--- src/rtl/oag_pkg.sv ---
package oag_pkg;

  // ----------------------------------------------------------------
  // Register port map
  // ----------------------------------------------------------------
  localparam logic [2:0] REG_CTRL = 3'h0;  // Write: go, clear done
  localparam logic [2:0] REG_STAT = 3'h1;  // Read: busy, done, kind, flags
  localparam logic [2:0] REG_PC   = 3'h2;  // Program counter
  localparam logic [2:0] REG_WP   = 3'h3;  // Workspace pointer
  localparam logic [2:0] REG_ST   = 3'h4;  // Status word
  localparam logic [2:0] REG_SEA  = 3'h5;  // Source effective address
  localparam logic [2:0] REG_DEA  = 3'h6;  // Destination effective address
  localparam logic [2:0] REG_IMM  = 3'h7;  // Immediate operand value

  // Control and status field positions
  localparam int CTRL_GO      = 0;
  localparam int CTRL_CLR     = 1;
  localparam int STAT_BUSY    = 0;
  localparam int STAT_DONE    = 1;
  localparam int STAT_KIND_LO = 2;
  localparam int STAT_SRC_REG = 4;
  localparam int STAT_DST_REG = 5;
  localparam int STAT_TAKEN   = 6;
  localparam int STAT_BYTE    = 7;

  // Reset values
  localparam logic [15:0] PC_RST = 16'h0000;
  localparam logic [15:0] WP_RST = 16'h0000;
  localparam logic [15:0] ST_RST = 16'h0000;

  // ----------------------------------------------------------------
  // Addressing modes and instruction classes
  // ----------------------------------------------------------------
  localparam logic [1:0] MODE_DIR  = 2'b00;  // Workspace register
  localparam logic [1:0] MODE_IND  = 2'b01;  // Register indirect
  localparam logic [1:0] MODE_SYM  = 2'b10;  // Symbolic, maybe indexed
  localparam logic [1:0] MODE_AUTO = 2'b11;  // Indirect, autoincrement

  localparam logic [1:0] KIND_TWO   = 2'h0;
  localparam logic [1:0] KIND_IMM   = 2'h1;
  localparam logic [1:0] KIND_JUMP  = 2'h2;
  localparam logic [1:0] KIND_OTHER = 2'h3;

  localparam logic [7:0]  IMM_GROUP = 8'h02;    // Upper byte of immediate group
  localparam logic [10:0] LWPI_CODE = 11'h017;  // Bits 15:5 of load-WP-immediate
  localparam logic [10:0] LIMI_CODE = 11'h018;  // Bits 15:5 of load-mask-immediate
  localparam logic [10:0] STWP_CODE = 11'h015;  // Bits 15:5 of store-WP, no extension word
  localparam logic [10:0] STST_CODE = 11'h016;  // Bits 15:5 of store-status, no extension word
  localparam logic [3:0]  JMP_GROUP = 4'h1;     // Upper nibble of jump group
  localparam logic [3:0]  JMP_LAST  = 4'hc;     // Highest jump sub-code

  // Jump sub-codes
  localparam logic [3:0] J_ALW = 4'h0;
  localparam logic [3:0] J_LT  = 4'h1;
  localparam logic [3:0] J_LE  = 4'h2;
  localparam logic [3:0] J_EQ  = 4'h3;
  localparam logic [3:0] J_HE  = 4'h4;
  localparam logic [3:0] J_GT  = 4'h5;
  localparam logic [3:0] J_NE  = 4'h6;
  localparam logic [3:0] J_NC  = 4'h7;
  localparam logic [3:0] J_OC  = 4'h8;
  localparam logic [3:0] J_NO  = 4'h9;
  localparam logic [3:0] J_L   = 4'ha;
  localparam logic [3:0] J_H   = 4'hb;
  localparam logic [3:0] J_OP  = 4'hc;

  // Status word bits, bit 0 being the most significant
  localparam int ST_LGT = 15;
  localparam int ST_AGT = 14;
  localparam int ST_EQ  = 13;
  localparam int ST_C   = 12;
  localparam int ST_OV  = 11;
  localparam int ST_OP  = 10;

  localparam logic [15:0] STEP_BYTE = 16'h0001;
  localparam logic [15:0] STEP_WORD = 16'h0002;

  // Sequencer states
  typedef enum logic [7:0] {
    S_IDLE   = 8'h01,
    S_FETCH  = 8'h02,
    S_DECODE = 8'h04,
    S_OPND   = 8'h08,
    S_EXT    = 8'h10,
    S_IDX    = 8'h20,
    S_REG    = 8'h40,
    S_IMM    = 8'h80
  } oag_state_t;

endpackage : oag_pkg
--- src/rtl/oag_dec_if.sv ---
`timescale 1ns/1ps
interface oag_dec_if;
  import oag_pkg::*;
  logic [15:0] instr;     // Current instruction word
  logic [15:0] wp;        // Workspace pointer
  logic        sel;       // 0 source operand, 1 destination operand
  logic [1:0]  mode;      // Mode field of the selected operand
  logic [3:0]  regn;      // Register field of the selected operand
  logic        byte_op;   // Byte indicator
  logic        indexed;   // Symbolic mode with a non-zero register field
  logic [15:0] reg_addr;  // Memory address of the selected register
  logic [15:0] step;      // Autoincrement amount

  modport dec (input instr, wp, sel, output mode, regn, byte_op, indexed, reg_addr, step);
  modport use_side (output instr, wp, sel, input mode, regn, byte_op, indexed, reg_addr, step);
endinterface : oag_dec_if

--- src/rtl/oag_operand_addr_gen.sv ---
// Decided for this implementation: the placing of the registers and strobed register access.
`timescale 1ns/1ps
// Contract
// RULE1: Autoincrement adds one for bytes, two for words
// RULE2: Symbolic address is the full extension word
// RULE3: Symbolic mode fetches next instruction-memory word
// RULE4: Zero register field means non-indexed symbolic
// RULE5: Register zero is never an index register
// RULE6: Indexed address is extension plus index register
// RULE7: Source extension word precedes destination extension word
// RULE8: Indirect pointers come only from workspace registers
// RULE9: Only symbolic operands are ever indexed
// RULE10: Word addresses even; bytes use consecutive addresses
// RULE11: Immediate value from extension word, WP or mask
// RULE12: Jumps change PC always or on status
// RULE13: Mode 00 operand is the workspace register
// RULE14: Mode 01 uses register value as address
// RULE15: Byte bit set selects byte, clear selects word
// RULE16: Byte access to register uses left byte
// RULE17: Two-operand field layout, bit 0 most significant
// RULE18: Register n lives at WP plus 2n
module oag_operand_addr_gen
  import oag_pkg::*;
#(
  parameter int DATA_W = 16
)
(
  // Clock and reset
  input  wire logic        core_clk,
  input  wire logic        resetn,
  // Register port
  input  wire logic [2:0]  reg_addr,
  input  wire logic [15:0] reg_wdata,
  input  wire logic        reg_wr,
  input  wire logic        reg_rd,
  output logic      [15:0] reg_rdata,
  // Instruction and workspace memory
  output logic             mem_rd,
  output logic             mem_wr,
  output logic      [15:0] mem_addr,
  output logic      [15:0] mem_wdata,
  input  wire logic [15:0] mem_rdata,
  // Results
  output logic             done_pulse,
  output logic      [15:0] src_ea,
  output logic      [15:0] dst_ea
);

  // ----------------------------------------------------------------
  // Elaboration check
  // ----------------------------------------------------------------
  // Field positions and the 16-bit address sum assume a 16-bit word
  generate
    if (DATA_W != 16)
    begin : g_bad_width
      $error("oag_operand_addr_gen supports only DATA_W = 16");
    end
  endgenerate

  // ----------------------------------------------------------------
  // State
  // ----------------------------------------------------------------
  oag_state_t  state;
  oag_state_t  next_state;
  logic [15:0] pc;
  logic [15:0] wp;
  logic [15:0] status_word;
  logic [15:0] instr;
  logic [15:0] ext;
  logic [15:0] imm_val;
  logic        opnd;
  logic        done_flag;
  logic [1:0]  kind;
  logic        src_is_reg;
  logic        dst_is_reg;
  logic        taken;

  // ----------------------------------------------------------------
  // Operand decoder
  // ----------------------------------------------------------------
  oag_dec_if dif ();
  assign dif.instr = instr;
  assign dif.wp    = wp;
  assign dif.sel   = opnd;

  oag_opnd_dec u_dec (
    .d (dif.dec)
  );

  // ----------------------------------------------------------------
  // Register port decode
  // ----------------------------------------------------------------
  wire logic idle      = (state == S_IDLE);
  wire logic wr_ctrl   = reg_wr && (reg_addr == REG_CTRL);
  wire logic go        = wr_ctrl && reg_wdata[CTRL_GO] && idle;
  wire logic clr_done  = wr_ctrl && reg_wdata[CTRL_CLR];
  // PC, WP and status belong to the sequencer while it runs
  wire logic wr_pc     = reg_wr && (reg_addr == REG_PC) && idle;
  wire logic wr_wp     = reg_wr && (reg_addr == REG_WP) && idle;
  wire logic wr_st     = reg_wr && (reg_addr == REG_ST) && idle;

  wire logic [15:0] stat_word = {8'h00, dif.byte_op, taken, dst_is_reg, src_is_reg,
                                 kind, done_flag, !idle};
  logic [15:0] rd_mux;

  // Read selection
  always_comb
  begin
    case (reg_addr)
      REG_STAT: rd_mux = stat_word;
      REG_PC:   rd_mux = pc;
      REG_WP:   rd_mux = wp;
      REG_ST:   rd_mux = status_word;
      REG_SEA:  rd_mux = src_ea;
      REG_DEA:  rd_mux = dst_ea;
      REG_IMM:  rd_mux = imm_val;
      default:  rd_mux = 16'h0000;
    endcase
  end

  // ----------------------------------------------------------------
  // Instruction classes
  // ----------------------------------------------------------------
  wire logic is_two   = (instr[15:14] != 2'b00);
  wire logic is_lwpi  = (instr[15:5] == LWPI_CODE);
  wire logic is_limi  = (instr[15:5] == LIMI_CODE);
  wire logic is_imm   = ((instr[15:8] == IMM_GROUP) && (instr[15:5] != STWP_CODE) &&
                         (instr[15:5] != STST_CODE)) || is_limi;
  wire logic is_jump  = (instr[15:12] == JMP_GROUP) && (instr[11:8] <= JMP_LAST);

  // ----------------------------------------------------------------
  // Jump condition and target
  // ----------------------------------------------------------------
  wire logic st_lgt = status_word[ST_LGT];
  wire logic st_agt = status_word[ST_AGT];
  wire logic st_eq  = status_word[ST_EQ];
  wire logic st_c   = status_word[ST_C];
  wire logic st_ov  = status_word[ST_OV];
  wire logic st_op  = status_word[ST_OP];
  logic      jump_ok;

  // Condition test on the status word
  always_comb
  begin
    case (instr[11:8])
      J_ALW:   jump_ok = 1'b1;
      J_LT:    jump_ok = !st_agt && !st_eq;
      J_LE:    jump_ok = !st_lgt || st_eq;
      J_EQ:    jump_ok = st_eq;
      J_HE:    jump_ok = st_lgt || st_eq;
      J_GT:    jump_ok = st_agt;
      J_NE:    jump_ok = !st_eq;
      J_NC:    jump_ok = !st_c;
      J_OC:    jump_ok = st_c;
      J_NO:    jump_ok = !st_ov;
      J_L:     jump_ok = !st_lgt && !st_eq;
      J_H:     jump_ok = st_lgt && !st_eq;
      J_OP:    jump_ok = st_op;
      default: jump_ok = 1'b0;
    endcase
  end

  // Displacement counts words from the word after the jump
  wire logic [15:0] jump_off    = {{7{instr[7]}}, instr[7:0], 1'b0};
  wire logic [15:0] jump_target = pc + jump_off;
  wire logic [15:0] pc_step     = pc + STEP_WORD;

  // ----------------------------------------------------------------
  // Effective address forming
  // ----------------------------------------------------------------
  // A word access drops bit 0 so it never lands on an odd byte
  function automatic logic [15:0] oag_align(input logic [15:0] a, input logic is_byte);
    oag_align = is_byte ? a : {a[15:1], 1'b0};
  endfunction : oag_align

  wire logic [15:0] idx_sum = ext + mem_rdata;  // [RULE6]

  logic        ea_we;
  logic        ea_reg;
  logic [15:0] next_ea;
  logic        next_rd;
  logic        next_wr;
  logic [15:0] next_addr;
  logic [15:0] next_wdata;
  logic        adv;
  logic        finish;

  // Sequencer next-state and memory requests
  always_comb
  begin
    next_state = state;
    ea_we      = 1'b0;
    ea_reg     = 1'b0;
    next_ea    = 16'h0000;
    next_rd    = 1'b0;
    next_wr    = 1'b0;
    next_addr  = 16'h0000;
    next_wdata = 16'h0000;
    adv        = 1'b0;
    finish     = 1'b0;
    case (state)
      S_IDLE:
      begin
        if (go)
        begin
          next_rd    = 1'b1;
          next_addr  = pc;
          next_state = S_FETCH;
        end
      end
      S_FETCH:
        next_state = S_DECODE;
      S_DECODE:
      begin
        if (is_two)
          next_state = S_OPND;
        else if (is_imm)
        begin
          next_rd    = 1'b1;  // Immediate lives in the extension word [RULE11]
          next_addr  = pc;
          next_state = S_IMM;
        end
        else
          finish = 1'b1;
      end
      S_OPND:
      begin
        case (dif.mode)
          MODE_DIR:
          begin
            // Register's own word; a byte access sees its left byte
            ea_we   = 1'b1;              // [RULE13] [RULE16]
            ea_reg  = 1'b1;
            next_ea = dif.reg_addr;      // [RULE9]
            adv     = 1'b1;
          end
          MODE_SYM:
          begin
            next_rd    = 1'b1;           // [RULE3] [RULE7]
            next_addr  = pc;
            next_state = S_EXT;
          end
          default:
          begin
            // Pointer comes from a workspace register, never memory
            next_rd    = 1'b1;           // [RULE8] [RULE14]
            next_addr  = dif.reg_addr;
            next_state = S_REG;
          end
        endcase
      end
      S_EXT:
      begin
        if (dif.indexed)
        begin
          next_rd    = 1'b1;             // [RULE4] [RULE5]
          next_addr  = dif.reg_addr;
          next_state = S_IDX;
        end
        else
        begin
          ea_we   = 1'b1;
          next_ea = oag_align(mem_rdata, dif.byte_op);  // [RULE2] [RULE10]
          adv     = 1'b1;
        end
      end
      S_IDX:
      begin
        ea_we   = 1'b1;
        next_ea = oag_align(idx_sum, dif.byte_op);      // [RULE6] [RULE10]
        adv     = 1'b1;
      end
      S_REG:
      begin
        ea_we   = 1'b1;
        next_ea = oag_align(mem_rdata, dif.byte_op);    // [RULE14] [RULE10]
        adv     = 1'b1;
        if (dif.mode == MODE_AUTO)
        begin
          next_wr    = 1'b1;             // [RULE1]
          next_addr  = dif.reg_addr;
          next_wdata = mem_rdata + dif.step;
        end
      end
      S_IMM:
        finish = 1'b1;
      default:
        next_state = S_IDLE;
    endcase
    if (adv && opnd)
      finish = 1'b1;
    else if (adv)
      next_state = S_OPND;
    if (finish)
      next_state = S_IDLE;
  end

  // ----------------------------------------------------------------
  // Sequencer registers
  // ----------------------------------------------------------------
  always_ff @(posedge core_clk)
  begin
    if (!resetn)
    begin
      state     <= S_IDLE;
      mem_rd    <= 1'b0;
      mem_wr    <= 1'b0;
      mem_addr  <= 16'h0000;
      mem_wdata <= 16'h0000;
      instr     <= 16'h0000;
      ext       <= 16'h0000;
      opnd      <= 1'b0;
    end
    else
    begin
      state     <= next_state;
      mem_rd    <= next_rd;
      mem_wr    <= next_wr;
      mem_addr  <= next_addr;
      mem_wdata <= next_wdata;
      if (state == S_FETCH)
        instr <= mem_rdata;
      if (state == S_EXT)
        ext <= mem_rdata;
      if (state == S_DECODE)
        opnd <= 1'b0;
      else if (adv)
        opnd <= 1'b1;              // Source first, then destination [RULE7]
    end
  end

  // Program counter: steps past each word read from the stream
  always_ff @(posedge core_clk)
  begin
    if (!resetn)
      pc <= PC_RST;
    else if (wr_pc)
      pc <= reg_wdata;
    else if (state == S_FETCH || state == S_EXT || state == S_IMM)
      pc <= pc_step;               // [RULE7]
    else if (state == S_DECODE && is_jump && jump_ok)
      pc <= jump_target;           // [RULE12]
  end

  // Workspace pointer and status word
  always_ff @(posedge core_clk)
  begin
    if (!resetn)
    begin
      wp          <= WP_RST;
      status_word <= ST_RST;
    end
    else
    begin
      if (wr_wp)
        wp <= reg_wdata;
      else if (state == S_IMM && is_lwpi)
        wp <= mem_rdata;           // [RULE11]
      if (wr_st)
        status_word <= reg_wdata;
      else if (state == S_IMM && is_limi)
        status_word[3:0] <= mem_rdata[3:0];  // Interrupt mask [RULE11]
    end
  end

  // Effective addresses and result flags
  always_ff @(posedge core_clk)
  begin
    if (!resetn)
    begin
      src_ea     <= 16'h0000;
      dst_ea     <= 16'h0000;
      src_is_reg <= 1'b0;
      dst_is_reg <= 1'b0;
      imm_val    <= 16'h0000;
      kind       <= KIND_OTHER;
      taken      <= 1'b0;
    end
    else
    begin
      if (ea_we && !opnd)
      begin
        src_ea     <= next_ea;
        src_is_reg <= ea_reg;
      end
      if (ea_we && opnd)
      begin
        dst_ea     <= next_ea;
        dst_is_reg <= ea_reg;
      end
      if (state == S_IMM)
      begin
        imm_val    <= mem_rdata;   // [RULE11]
        dst_ea     <= wp + {11'h000, instr[3:0], 1'b0};
        dst_is_reg <= 1'b1;
      end
      if (state == S_DECODE)
      begin
        kind  <= is_two ? KIND_TWO : is_imm ? KIND_IMM : is_jump ? KIND_JUMP : KIND_OTHER;
        taken <= is_jump && jump_ok;
      end
    end
  end

  // Done flag: completion wins over a clear in the same cycle
  always_ff @(posedge core_clk)
  begin
    if (!resetn)
    begin
      done_flag  <= 1'b0;
      done_pulse <= 1'b0;
      reg_rdata  <= 16'h0000;
    end
    else
    begin
      done_flag  <= finish || (done_flag && !clr_done);
      done_pulse <= finish;
      reg_rdata  <= reg_rd ? rd_mux : 16'h0000;  // Valid only the cycle after
    end
  end
endmodule : oag_operand_addr_gen

--- src/rtl/oag_opnd_dec.sv ---
`timescale 1ns/1ps
module oag_opnd_dec
  import oag_pkg::*;
(
  // Decode view
  oag_dec_if.dec d
);

  // ----------------------------------------------------------------
  // Field split
  // ----------------------------------------------------------------
  // Two-operand layout: destination mode/register sit above source ones
  wire logic [1:0] dst_mode_field = d.instr[11:10];  // [RULE17]
  wire logic [3:0] dst_reg_field  = d.instr[9:6];
  wire logic [1:0] src_mode_field = d.instr[5:4];
  wire logic [3:0] src_reg_field  = d.instr[3:0];

  assign d.mode    = d.sel ? dst_mode_field : src_mode_field;
  assign d.regn    = d.sel ? dst_reg_field : src_reg_field;
  assign d.byte_op = d.instr[12];  // Set means byte operand [RULE15]

  // ----------------------------------------------------------------
  // Derived values
  // ----------------------------------------------------------------
  // Register zero never indexes: a zero field means plain symbolic
  assign d.indexed  = (d.mode == MODE_SYM) && (d.regn != 4'h0);  // [RULE4] [RULE5]
  assign d.reg_addr = d.wp + {11'h000, d.regn, 1'b0};          // [RULE18]
  assign d.step     = d.byte_op ? STEP_BYTE : STEP_WORD;       // [RULE1]

endmodule : oag_opnd_dec

--- config.mk ---
export PLATFORM = sky130hd
export DESIGN_NAME = oag_operand_addr_gen
export DESIGN_NICKNAME = d
export VERILOG_FILES = /design/src/rtl/oag_pkg.sv /design/src/rtl/oag_dec_if.sv /design/src/rtl/oag_operand_addr_gen.sv /design/src/rtl/oag_opnd_dec.sv
export SDC_FILE = /design/constraint.sdc
export NUM_CORES = 1
export LEC_CHECK = 0
export BUFFER_PORTS_ARGS = -buffer_cell sky130_fd_sc_hd__clkbuf_2
export CAP_MARGIN = 30
export CORE_ASPECT_RATIO = 1.1
export CORE_MARGIN = 2
export CORE_UTILIZATION = 40
export CTS_CLUSTER_SIZE = 8
export DETAILED_ROUTE_END_ITERATION = 7
export PLACE_DENSITY_LB_ADDON = 0.3
export SYNTH_ARGS = -nofsm -noshare
export SYNTH_HDL_FRONTEND = slang
export SYNTH_SLANG_ARGS = --single-unit
export TNS_END_PERCENT = 50
--- constraint.sdc ---
create_clock -name core_clk -period 3.5 [get_ports core_clk]
set_input_delay 0.35 -clock core_clk [delete_from_list [all_inputs] [get_ports core_clk]]
set_output_delay 0.35 -clock core_clk [all_outputs]
set_load 0.02 [all_outputs]
==> impl_metrics.tcl <==
set metrics [dict create \
    crit_fanout 7 \
    die-area_um2 28900 \
    clk_latency_ns 0.46 \
    drc 0 \
    netlist_area_um2 11000 \
    finalInstanceArea_um2 12800 \
    num_antenna_cells 0 \
    synth_fp_nets 1399 \
    multi_input_comb_area_um2 6700 \
    fin_ws_ns 0.149 \
    leakage_nw 5.06 \
    fill_cells 2674 \
    async_flop_share 0 \
    synth_top_cell_by_area "dfxtp_1" \
    fin_skew_ns 0.0182 \
    rows 63 \
    grt_pass1_wl_um 59200 \
    synth_top_family_by_area "compound AO/OA/AOI/OAI gates" \
    grt_start_max_net_pins 37 \
    drive_gt1_frac 0.200 \
    yosys_most_used_dff "dfxtp_1" \
    post_synth_main_area_contributors "dfxtp_1, nor2_1, mux2i_1" \
    reg2regPathDepth 12 \
    setup_viol_count_final 0 \
    synth_top_area_frac 0.352 \
    netlist-cell-type-count 85 \
    coreArea_um2 27000 \
    status "completed" \
    hold_start "reg_wdata[6]" \
    wl_um 38400 \
    numCtsBuffers 17 \
    fmax_mhz 298 \
    first_pass_iters 8 \
    worstSetupPathType "reg -> reg" \
    maxSlewViolCount 0 \
    holdCritPathClass "in -> reg" \
    synth.yosys.seq_area_share 0.352 \
    regToRegSetupSlack_ns 0.15 \
    crit_path_end_kind "flip-flop" \
    fin_tns_setup_ns 0 \
    timing.rr.end "pc[14]" \
    whs_path_depth 3 \
    min_period_ns 3.35 \
    timing.rr.start "state[0]" \
    synth_xor_area_frac 0.0420 \
    ir_drop_mv 0.279 \
    cap_violations 0 \
    grt_pass1_vias 10032 \
    die_w_um 162 \
    ys_seq_elements 194 \
    cellPowerDensity_nw_per_um2 364 \
    ant_nets 0 \
    synth-adder-area-share 0.0453 \
    synth_edf_count 0 \
    total_power_mw 4.67 \
    dpl_cell_area_um2 12100 \
    tightest_slew_ns 0.961 \
    yosys.area_share.simple 0.205 \
    io_pins 122 \
    path_clk_slew_ns 0.08 \
    routedWlPerCell_um 21.4 \
    die_y_um 178 \
    hold_ws_ns 0.193 \
    fin_crit_sh 0.957 \
    finalHoldViolations 0 \
    final_common_cell "dfxtp_1" \
    via_count 10623 \
    numClockSinks 194 \
    port_buffers 121 \
    grt_overflow_total 0 \
    root_buffer "clkbuf_16" \
    nets 1504 \
    layout_common_cells "dfxtp_1, nor2_1, nand2_1" \
    maxSlewHeadroom 0.343 \
    seq_area_um2 3880 \
    required_ns 3.84 \
    holdPathEnd "status_word[6]" \
    cts_max_level 4 \
    syn_inst 1323 \
    critical_path_arrival_ns 3.69 \
    dr.first_iter.drc_count 881 \
    ys_warn_count 0 \
    syn_area_per_cell_um2 8.34 \
    area_growth_pct 16.2 \
    start_kind "flip-flop" \
    grt.total_usage 0.268 \
    antenna_found_initial 0 \
    vias_per_cell 5.91 \
    cts_buffer_depth 2 \
    synth_compound_area_frac 0.212 \
    muxShareOfSynthArea 0.0959 \
    preCtsSetupSlack_ns -0.0600 \
    dp_hpwl_um 29200 \
    floorplan.initialDensity 0.408 \
    cts_tree "done" \
    gp_congestion 0.974 \
]
-- how the worst max path moves through the flow --
stage,from,to,slack [ns]
after CTS,state[0],pc[14],0.02
after global routing,state[0],pc[14],-0.02
after floorplan,state[3],pc[14],0.30
after detailed placement,state[0],pc[14],-0.06
after global placement,state[0],pc[14],0.11
final,state[0],pc[14],0.15
-- per-layer routing --
metal / global-route usage / routed length [um]
met2: 0.437 / 17700
met1: 0.359 / 16500
met3: 0.0446 / 3080
met5: 0 / 0
met4: 0.0918 / 1080
-- where the power goes --
part	internal, mW	switching [mW]	leakage, nW
sequential	2.22	0.0245	1.56
clock	1.16	0.932	0.291
combinational	0.113	0.227	3.21
-- synth_stat cells (9+ instances only) --
cell	count
buf_2	14
clkbuf_1	66
nor3_1	31
dfxtp_1	194
o22ai_1	11
nor2_1	181
nand4_1	12
a211oi_1	28
o21ai_0	36
inv_1	30
nor2b_1	16
nand3_1	39
and2_1	13
a21oi_1	104
a22o_1	11
a21o_1	13
xor2_1	16
xnor2_1	37
ha_1	32
a222oi_1	9
mux2i_1	54
nand2_1	130
a22oi_1	31
o211ai_1	10
mux2_2	30
-- cell type report --
class / count / share of cell area
tap: 357 / 0.0348
clock buffer: 19 / 0.0345
inverter: 31 / 0.00917
multi-input combinational: 1004 / 0.522
sequential: 194 / 0.303
clock inverter: 13 / 0.0136
timing repair buffer: 180 / 0.0827
-- kinds of logic (layout without fill, tap and decap cells) --
group | count (synthesis) | count (layout)
compound gates | 337 | 337
buf+inv | 125 | 243
mux | 92 | 92
fa+ha+maj | 37 | 37
simple gates | 485 | 485
flops | 194 | 194
xor+xnor | 53 | 53
-- through the flow --
step	cells	util
after floorplan	1323	-
after CTS	1798	0.472
after global placement	1764	0.449
after global routing	1798	0.474
after detailed placement	1764	0.449
final	1798	0.474
-- critical path, cell delays in order (launching register included) --
cell and delay, ns:
dfxtp_1 0.31, or4_4 0.56, nor2_4 0.18, nand2_4 0.10, and2_1 0.17, ha_1 0.34, nand3_1 0.14, o2111ai_2 0.23
o211ai_1 0.20, or3b_2 0.51, a32oi_2 0.20, mux2_2 0.19, o211ai_1 0.09
-- repair_timing --
| item | CTS | global route |
|---|---|---|
| gates resized for setup | 0 | 7 |
| hold buffers | 0 | 0 |
| setup endpoints to repair | 1 | 7 |
| buffers inserted | 2 | 0 |
| pin swaps | 1 | 1 |
(Power assumes the default switching activity.)
